`config.mk`:
```
export PLATFORM = sky130hd
export DESIGN_NAME = alert_flags
export DESIGN_NICKNAME = d
export VERILOG_FILES = /design/src/logic/alert_flags_pkg.sv /design/src/logic/bit_sync.sv /design/src/logic/alert_flags.sv
export SDC_FILE = /design/constraint.sdc
export NUM_CORES = 1
export LEC_CHECK = 0
export ABC_AREA = 1
export BUFFER_PORTS_ARGS = -buffer_cell sky130_fd_sc_hd__clkbuf_2
export CAP_MARGIN = 20
export CELL_PAD_IN_SITES_DETAIL_PLACEMENT = 0
export CELL_PAD_IN_SITES_GLOBAL_PLACEMENT = 2
export CORE_UTILIZATION = 40
export DETAILED_ROUTE_END_ITERATION = 8
export PLACE_DENSITY = 0.81
export RECOVER_POWER = 50
export SLEW_MARGIN = 10
export SYNTH_ARGS = -nofsm -noshare
export SYNTH_HDL_FRONTEND = slang
export SYNTH_SLANG_ARGS = --single-unit
```
`constraint.sdc`:
```
create_clock -name ref_clk_i -period 6.3 [get_ports ref_clk_i]
set_input_delay 1.26 -clock ref_clk_i [delete_from_list [all_inputs] [get_ports ref_clk_i]]
set_output_delay 1.26 -clock ref_clk_i [all_outputs]
set_load 0.01 [all_outputs]
```
`src/logic/alert_flags_pkg.sv`:
```
// constants, types and helpers for the sticky alert flag register
// assumes a 32-bit serial frame: read bit, 7-bit address, 16 data, crc8
//
// Functional notes
// - 16-bit flag register, 0x2E, reset 0x8000, w1c
// - reset flag set after reset, drives alert
// - reset flag has no mask, always alerts
// - calibration upload crc/ecc fault sets bit 14
// - bit 14 clear ignored while memory fault persists
// - serial access before refresh done sets bit 14
// - early-access bit 14 clears on write one
// - bad frame crc sets bit 13
// - frame without exactly 32 clocks sets bit 12
// - converter saturation sets bit 11
// - converter conversion fault sets bit 10
// - 1.8 V regulator low sets bit 9
// - digital supply low sets bit 8
// - positive analog supply low sets bit 7
// - 5 V regulator low sets bit 6
// - negative supply too high sets bit 5
// - die over temperature sets bit 4
`default_nettype none

package alert_flags_pkg;

    ////////////////////////////////////////////////////////////////////////
    // register map
    localparam int          FLAG_W           = 16;
    localparam int          ADDR_W           = 7;
    localparam logic [6:0]  ALERT_FLAGS_ADDR = 7'h2E;
    localparam logic [15:0] ALERT_FLAGS_RST  = 16'h8000;
    // bits 3..0 belong to the per-channel flags, not held here
    localparam logic [15:0] ALERT_FLAGS_IMPL = 16'hFFF0;

    // bit positions
    localparam int RESET_EVENT_BIT   = 15;
    localparam int CAL_MEM_BIT       = 14;
    localparam int FRAME_CRC_BIT     = 13;
    localparam int EDGE_COUNT_BIT    = 12;
    localparam int SATURATION_BIT    = 11;
    localparam int RANGE_BIT         = 10;
    localparam int REG_1V8_BIT       = 9;
    localparam int DIGITAL_SUP_BIT   = 8;
    localparam int POSITIVE_SUP_BIT  = 7;
    localparam int REG_5V_BIT        = 6;
    localparam int NEGATIVE_SUP_BIT  = 5;
    localparam int OVERTEMP_BIT      = 4;

    ////////////////////////////////////////////////////////////////////////
    // serial frame layout
    localparam int          FRAME_BITS  = 32;
    localparam logic [5:0]  FRAME_EDGES = 6'h20;
    localparam logic [5:0]  EDGE_MAX    = 6'h3F;
    localparam int          READ_BIT    = 31;
    localparam int          ADDR_MSB    = 30;
    localparam int          ADDR_LSB    = 24;
    localparam int          DATA_MSB    = 23;
    localparam int          DATA_LSB    = 8;
    localparam int          CRC_MSB     = 7;
    localparam logic [7:0]  CRC_POLY    = 8'h07;
    localparam logic [7:0]  CRC_INIT    = 8'h00;

    typedef enum logic {FRAME_IDLE, FRAME_SHIFT} frame_state_e;

    // crc8 over the 24 leading frame bits, msb first
    function automatic logic [7:0] frame_crc(input logic [23:0] body);
        logic [7:0] crc;
        logic       fb;
        crc = CRC_INIT;
        fb  = 1'b0;
        for (int i = 23; i >= 0; i--)
        begin
            fb  = crc[7] ^ body[i];
            crc = {crc[6:0], 1'b0};
            if (fb)
            begin
                crc = crc ^ CRC_POLY;
            end
        end
        return crc;
    endfunction : frame_crc

endpackage : alert_flags_pkg

`default_nettype wire

```
`src/logic/bit_sync.sv`:
```
// two-flop synchroniser for a group of independent levels
// assumes each bit is a slow level; no word coherence is implied
`timescale 1ns/1ns
`default_nettype none

module bit_sync #(
    parameter int W = 1
) (
    input  wire logic         ref_clk_i,
    input  wire logic         rst_n_i,
    input  wire logic [W-1:0] async_i,
    output var  logic [W-1:0] sync_o
);

    logic [W-1:0] meta;
    logic [W-1:0] next_meta;
    logic [W-1:0] next_sync;

    // first stage feeds only the second stage
    always_comb
    begin
        next_meta = async_i;
        next_sync = meta;
    end

    always_ff @(posedge ref_clk_i or negedge rst_n_i)
    begin
        if (!rst_n_i)
        begin
            meta   <= '0;
            sync_o <= '0;
        end
        else
        begin
            meta   <= next_meta;
            sync_o <= next_sync;
        end
    end

endmodule : bit_sync

`default_nettype wire

```
`src/logic/alert_flags.sv`:
```
// sticky alert flag register with its serial access port
// assumes monitor levels and serial pins are asynchronous to ref_clk_i;
// calibration and converter events come from logic on ref_clk_i
`timescale 1ns/1ns
`default_nettype none

module alert_flags (
    input  wire logic ref_clk_i,
    input  wire logic rst_n_i,
    // serial access pins
    input  wire logic sclk_i,
    input  wire logic sync_n_i,
    input  wire logic sdi_i,
    output var  logic sdo_o,
    // alert pin, low while alerting
    output var  logic alert_n_o,
    // calibration memory state, ref_clk_i domain
    input  wire logic cal_refresh_done_i,
    input  wire logic cal_upload_err_i,
    // converter events, ref_clk_i domain
    input  wire logic converter_saturation_fault_i,
    input  wire logic converter_range_fault_i,
    // monitor comparator levels, asynchronous
    input  wire logic analog_reg_1v8_low_i,
    input  wire logic digital_supply_low_i,
    input  wire logic positive_analog_supply_low_i,
    input  wire logic analog_reg_5v_low_i,
    input  wire logic negative_analog_supply_high_i,
    input  wire logic overtemp_i
);

    ////////////////////////////////////////////////////////////////////////
    // declarations

    localparam int FB = alert_flags_pkg::FRAME_BITS;
    localparam int FW = alert_flags_pkg::FLAG_W;

    // synchronised pins
    logic       sclk_s;
    logic       sync_n_s;
    logic       sdi_s;
    logic [5:0] mon_s;

    // serial frame state
    alert_flags_pkg::frame_state_e frame_state;
    alert_flags_pkg::frame_state_e next_frame_state;
    logic          sclk_q;
    logic          next_sclk_q;
    logic          sync_n_q;
    logic          next_sync_n_q;
    logic [5:0]    edge_cnt;
    logic [5:0]    next_edge_cnt;
    logic [FB-1:0] rx_shift;
    logic [FB-1:0] next_rx_shift;
    logic [FB-1:0] tx_shift;
    logic [FB-1:0] next_tx_shift;
    logic [FB-1:0] reply;
    logic [FB-1:0] next_reply;

    // decoded frame strobes
    logic          sclk_rise;
    logic          sclk_fall;
    logic          frame_start;
    logic          frame_end;
    logic          early_access;
    logic          count_bad;
    logic          crc_bad;
    logic          frame_ok;
    logic          hits_flags;
    logic          is_read;
    logic [6:0]    rx_addr;
    logic [15:0]   rx_data;
    logic [7:0]    rx_crc;

    // flag register
    logic [FW-1:0] alert_flags;
    logic [FW-1:0] next_alert_flags;
    logic [FW-1:0] flag_set;
    logic [FW-1:0] flag_clr;
    logic          next_alert_n;
    logic          next_sdo;

    ////////////////////////////////////////////////////////////////////////
    // pin synchronisers

    // serial pins: sclk, sync_n, sdi
    bit_sync #(
        .W (3)
    ) u_pin_sync (
        .ref_clk_i (ref_clk_i),
        .rst_n_i   (rst_n_i),
        .async_i   ({sclk_i, sync_n_i, sdi_i}),
        .sync_o    ({sclk_s, sync_n_s, sdi_s})
    );

    // analog monitor comparator levels
    bit_sync #(
        .W (6)
    ) u_mon_sync (
        .ref_clk_i (ref_clk_i),
        .rst_n_i   (rst_n_i),
        .async_i   ({analog_reg_1v8_low_i,
                     digital_supply_low_i,
                     positive_analog_supply_low_i,
                     analog_reg_5v_low_i,
                     negative_analog_supply_high_i,
                     overtemp_i}),
        .sync_o    (mon_s)
    );

    ////////////////////////////////////////////////////////////////////////
    // frame decode, all on synchronised pin copies

    // edges of the link clock and of the frame select
    assign sclk_rise   = sclk_s & ~sclk_q;
    assign sclk_fall   = ~sclk_s & sclk_q;
    assign frame_start = sync_n_q & ~sync_n_s;
    assign frame_end   = (frame_state == alert_flags_pkg::FRAME_SHIFT)
                         & sync_n_s;

    // received fields
    assign is_read = rx_shift[alert_flags_pkg::READ_BIT];
    assign rx_addr = rx_shift[alert_flags_pkg::ADDR_MSB:
                              alert_flags_pkg::ADDR_LSB];
    assign rx_data = rx_shift[alert_flags_pkg::DATA_MSB:
                              alert_flags_pkg::DATA_LSB];
    assign rx_crc  = rx_shift[alert_flags_pkg::CRC_MSB:0];

    assign early_access = frame_end & ~cal_refresh_done_i;

    // edge count check at frame end
    assign count_bad = frame_end & cal_refresh_done_i
                       & (edge_cnt != alert_flags_pkg::FRAME_EDGES);

    assign crc_bad = frame_end & cal_refresh_done_i & ~count_bad
                     & (rx_crc != alert_flags_pkg::frame_crc(
                            rx_shift[FB-1:alert_flags_pkg::DATA_LSB]));

    // a frame that passed every check
    assign frame_ok   = frame_end & cal_refresh_done_i
                        & ~count_bad & ~crc_bad;
    assign hits_flags = rx_addr == alert_flags_pkg::ALERT_FLAGS_ADDR;

    ////////////////////////////////////////////////////////////////////////
    // serial shift group: next values

    always_comb
    begin
        next_sclk_q      = sclk_s;
        next_sync_n_q    = sync_n_s;
        next_frame_state = frame_state;
        next_edge_cnt    = edge_cnt;
        next_rx_shift    = rx_shift;
        next_tx_shift    = tx_shift;
        next_reply       = reply;
        case (frame_state)
            alert_flags_pkg::FRAME_IDLE:
            begin
                if (frame_start)
                begin
                    next_frame_state = alert_flags_pkg::FRAME_SHIFT;
                    next_edge_cnt    = '0;
                    // reply is handed out once
                    next_tx_shift    = reply;
                    next_reply       = '0;
                end
            end
            alert_flags_pkg::FRAME_SHIFT:
            begin
                if (sync_n_s)
                begin
                    next_frame_state = alert_flags_pkg::FRAME_IDLE;
                    next_tx_shift    = '0;
                end
                else
                begin
                    // sample input on rising link clock edge
                    if (sclk_rise)
                    begin
                        next_rx_shift = {rx_shift[FB-2:0], sdi_s};
                        if (edge_cnt != alert_flags_pkg::EDGE_MAX)
                        begin
                            next_edge_cnt = edge_cnt + 6'h01;
                        end
                    end
                    // launch output on falling edge
                    if (sclk_fall)
                    begin
                        next_tx_shift = {tx_shift[FB-2:0], 1'b0};
                    end
                end
            end
            default:
            begin
                next_frame_state = alert_flags_pkg::FRAME_IDLE;
            end
        endcase
        // a good read prepares the next frame's reply
        if (frame_ok && is_read)
        begin
            next_reply[alert_flags_pkg::READ_BIT] = 1'b0;
            next_reply[alert_flags_pkg::ADDR_MSB:
                       alert_flags_pkg::ADDR_LSB] = rx_addr;
            next_reply[alert_flags_pkg::DATA_MSB:
                       alert_flags_pkg::DATA_LSB] =
                hits_flags ? alert_flags : '0;
            next_reply[alert_flags_pkg::CRC_MSB:0] =
                alert_flags_pkg::frame_crc(
                    next_reply[FB-1:alert_flags_pkg::DATA_LSB]);
        end
    end

    // serial shift group: registers
    always_ff @(posedge ref_clk_i or negedge rst_n_i)
    begin
        if (!rst_n_i)
        begin
            frame_state <= alert_flags_pkg::FRAME_IDLE;
            sclk_q      <= 1'b0;
            sync_n_q    <= 1'b0; // no start until select seen high
            edge_cnt    <= '0;
            rx_shift    <= '0;
            tx_shift    <= '0;
            reply       <= '0;
        end
        else
        begin
            frame_state <= next_frame_state;
            sclk_q      <= next_sclk_q;
            sync_n_q    <= next_sync_n_q;
            edge_cnt    <= next_edge_cnt;
            rx_shift    <= next_rx_shift;
            tx_shift    <= next_tx_shift;
            reply       <= next_reply;
        end
    end

    ////////////////////////////////////////////////////////////////////////
    // flag group: set and clear terms

    always_comb
    begin
        flag_set = '0;
        flag_clr = '0;
        flag_set[alert_flags_pkg::CAL_MEM_BIT] = cal_upload_err_i
                                                 | early_access;
        flag_set[alert_flags_pkg::EDGE_COUNT_BIT] = count_bad;
        flag_set[alert_flags_pkg::FRAME_CRC_BIT] = crc_bad;
        flag_set[alert_flags_pkg::SATURATION_BIT] =
            converter_saturation_fault_i;
        flag_set[alert_flags_pkg::RANGE_BIT] = converter_range_fault_i;
        flag_set[alert_flags_pkg::REG_1V8_BIT] = mon_s[5];
        flag_set[alert_flags_pkg::DIGITAL_SUP_BIT] = mon_s[4];
        flag_set[alert_flags_pkg::POSITIVE_SUP_BIT] = mon_s[3];
        flag_set[alert_flags_pkg::REG_5V_BIT] = mon_s[2];
        flag_set[alert_flags_pkg::NEGATIVE_SUP_BIT] = mon_s[1];
        flag_set[alert_flags_pkg::OVERTEMP_BIT] = mon_s[0];
        if (frame_ok && !is_read && hits_flags)
        begin
            flag_clr = rx_data;
        end
        if (cal_upload_err_i)
        begin
            flag_clr[alert_flags_pkg::CAL_MEM_BIT] = 1'b0;
        end
    end

    // flag group: next value
    always_comb
    begin
        next_alert_flags = ((alert_flags & ~flag_clr) | flag_set)
                           & alert_flags_pkg::ALERT_FLAGS_IMPL;
        next_alert_n = ~next_alert_flags[alert_flags_pkg::RESET_EVENT_BIT];
        next_sdo     = next_tx_shift[FB-1];
    end

    // flag group: registers
    always_ff @(posedge ref_clk_i or negedge rst_n_i)
    begin
        if (!rst_n_i)
        begin
            // reset flag and alert after reset
            alert_flags <= alert_flags_pkg::ALERT_FLAGS_RST;
            alert_n_o   <= 1'b0;
            sdo_o       <= 1'b0;
        end
        else
        begin
            alert_flags <= next_alert_flags;
            alert_n_o   <= next_alert_n;
            sdo_o       <= next_sdo;
        end
    end

endmodule : alert_flags

`default_nettype wire

```
==> impl_metrics.tcl <==
set metrics [dict create \
    status "finished, violations left" \
    violations "max-capacitance violations, max-slew violations" \
    htree_num_levels 4 \
    setup_violations 0 \
    finalCriticalPeriod_ns 4.08 \
    vias 5615 \
    worstPathCellList "buf_6 > clkbuf_1" \
    die_w_um 132 \
    clockRootBuffer "clkbuf_16" \
    r2r_setup_slack_ns 2.38 \
    antenna_found_initial 0 \
    netlist_top_cells_count "nand2_1 (328), dfrtp_1 (130), nand3_1 (102)" \
    synthAdderAreaFrac 0.00737 \
    start_util 0.410 \
    io_pins 17 \
    synth-seq-area-share 0.483 \
    synth_area_per_cell_um2 7.67 \
    core_area_mm2 0.0166 \
    synth_top_family_by_area "simple AND/OR/NAND/NOR gates" \
    tritoncts "done" \
    drt_iter0_drc 421 \
    slew_violations 101 \
    netlist_instances 886 \
    synth-compound-area-share 0.0648 \
    p_leak_nw 3.88 \
    critical-path-max-stage-delay_ns 2.15 \
    grt_pass1_vias 5439 \
    ctsResizeCount 0 \
    period_share 0.648 \
    numPortBuffers 16 \
    synthXorXnorAreaFrac 0.0387 \
    ys_top_cells_by_area "dfrtp_1 (48%), nand2_1 (18%), nand3_1 (7.5%)" \
    dpl.hpwl_um 12000 \
    setup_ws_ns 2.22 \
    grt_setup_unrepaired "false" \
    dpl_worst_slack_ns 2.38 \
    gp_congestion 0.877 \
    ir_worst_vdd_uv 183 \
    hp-class "reg2reg" \
    syn-num-nets 905 \
    grt_pass1_wl_um 27800 \
    rows 47 \
    cts_buffers 17 \
    area_growth_pct 12.0 \
    overflow 0 \
    yosysTopAreaCellShare 0.479 \
    final_hold_viol_count 0 \
    cts.path.max_buffers 2 \
    routed_wirelength_um 16600 \
    synth_edf_count 0 \
    cp_data_required_time_ns 6.18 \
    yosys_register_bits 131 \
    worst-setup-path-type "in2async" \
    vias_per_cell 4.99 \
    powerDensity_mw_per_mm2 286 \
    insertion_delay_ns 0.42 \
    grt_start_max_net_pins 78 \
    wl_per_cell_um 14.7 \
    post_cts_buffers 0 \
    finClkSkew_ns 0.00801 \
    synth_area_mm2 0.00680 \
    path_delay_family "buffers and inverters" \
    yosys_warnings 0 \
    slowest_stage "clkbuf_1" \
    cp.buffers_inverters 2 \
    diodes 0 \
    endpoint_kind "async pin" \
    relSlewSlack -0.961 \
    synth_cell_type_count 36 \
    async_reset_ff_frac 1.00 \
    yosysTopAreaCell "dfrtp_1" \
    clock_sinks 131 \
    critical_path.startpoint_type "input port" \
    muxShareOfSynthArea 0 \
    yosys.area_share.simple 0.334 \
    cp_max_fo 77 \
    synthMostInstantiatedCell "nand2_1" \
    cts_hold_buf 0 \
    critical_path_arrival_ns 3.96 \
    ys.flop_type "dfrtp_1" \
    postRouteAntennaNets 0 \
    drv_cap 2 \
    die-height_um 132 \
    final_nets 913 \
    grt_use_total 0.204 \
    clk_pin_slew_ns 0.06 \
    dieArea_mm2 0.0175 \
    worstMarginPinSlew_ns 2.94 \
    first_pass_iters 5 \
    drive_above_1_share 0.0960 \
    max_freq_mhz 245 \
    route.detailed.drc 0 \
    setup_tns_ns 0 \
]
==> per-stage QoR <==
step	area (um2)	util	instances	power (W)	hold slack, ns
finish	7610	0.459	1126	0.00218	0.343
global route	7610	0.459	1126	0.00229	0.347
CTS	7620	0.460	1125	0.00221	0.343
detailed placement	7050	0.425	1094	0.00122	0.336
global placement	7050	0.425	1094	0.00121	0.333
floorplan	6800	-	886	0.00114	0.331
==> sequential cells by signal, indices dropped and copies added (netlist names) <==
signal and count:
alert_flags 12, rx_shift 32, reply 27, edge_cnt 6, u_mon_sync.sync_o 6, alert_n_o 1
u_pin_sync.meta 3, u_mon_sync.meta 6, frame_state 1, u_pin_sync.sync_o 3, sclk_q 1, tx_shift 32
sync_n_q 1
==> cells by family after synthesis <==
| group | after synthesis |
|---|---|
| flip-flops | 131 |
| buffers and inverters | 123 |
| XOR/XNOR | 30 |
| AO/OA/AOI/OAI | 78 |
| AND/OR/NAND/NOR | 520 |
| adder cells (fa/ha/maj) | 4 |
==> report_power, final <==
group	switching (W)	internal [W]	total, W	leakage (nW)
clock	0.000385	0.000593	0.000978	0.273
sequential	0.0000384	0.000902	0.000941	1.66
combinational	0.000176	0.0000824	0.000258	1.94
total	0.000599	0.00158	0.00218	3.88
==> layout make-up <==
cell class	count	area, um2
fill	1713	8970
sequential	131	3280
multi-input combinational	632	3030
clock buffer	20	447
inverter	91	343
tap	220	275
clock inverter	11	128
timing repair buffer	21	110
==> cells in the final DEF, fill, tap and decap left out, drive strengths merged, types with 3 or more instances in the layout <==
master	synthesis	routed
nand4	15	15
clkinvlp	0	3
a21oi	5	5
nand2	340	340
xor2	15	15
nor4	3	3
clkinv	1	4
buf	12	3
ha	4	4
dfrtp	130	130
xnor2	15	15
nor2	46	46
o21ai	40	40
inv	90	93
nand3	110	110
a31oi	28	28
clkbuf	20	38
==> metal layers <==
metal,track usage,vias to the layer above,share of wire
met5,0,-,0
met4,0.0849,0,0.027
met3,0.0377,23,0.030
met2,0.339,98,0.48
met1,0.263,2640,0.47
li1,-,2854,-
==> worst reg2reg max path: stages, from the launching register on <==
cell and delay (ns):
dfrtp_1 0.47, inv_2 0.10, ha_1 0.30, inv_1 0.04, nand2_1 0.11, nand2_1 0.12, nand2_1 0.09, nand3_1 0.14
nand2_1 0.10, nand2_1 0.08, nand2_1 0.20, nand2_1 0.10, nand2_1 0.09, nand2_1 0.05, nand2_1 0.11, inv_1 0.06
nand2_1 0.05, nand3_1 0.09, nor2_2 0.11, nand2_2 0.08, nor2_4 0.36, nand3_4 0.37, clkinv_2 0.39, nand2_1 0.15
nand2_1 0.09
==> final timing paths <==
check	startpoint	endpoint	cells after the start
max	rst_n_i	tx_shift[17]$_DFFE_PN0P_	2
min	u_pin_sync.meta[2]$_DFF_PN0_	u_pin_sync.sync_o[2]$_DFF_PN0_	0
max reg2reg	rx_shift[28]$_DFFE_PN0P_	reply[16]$_DFFE_PN0P_	24
min reg2reg	u_pin_sync.meta[2]$_DFF_PN0_	u_pin_sync.sync_o[2]$_DFF_PN0_	0
max in group ref_clk_i	rx_shift[28]$_DFFE_PN0P_	reply[16]$_DFFE_PN0P_	24
min in group asynchronous	rst_n_i	edge_cnt[3]$_DFFE_PN0P_	1
Power figures use the tool's default switching activity.
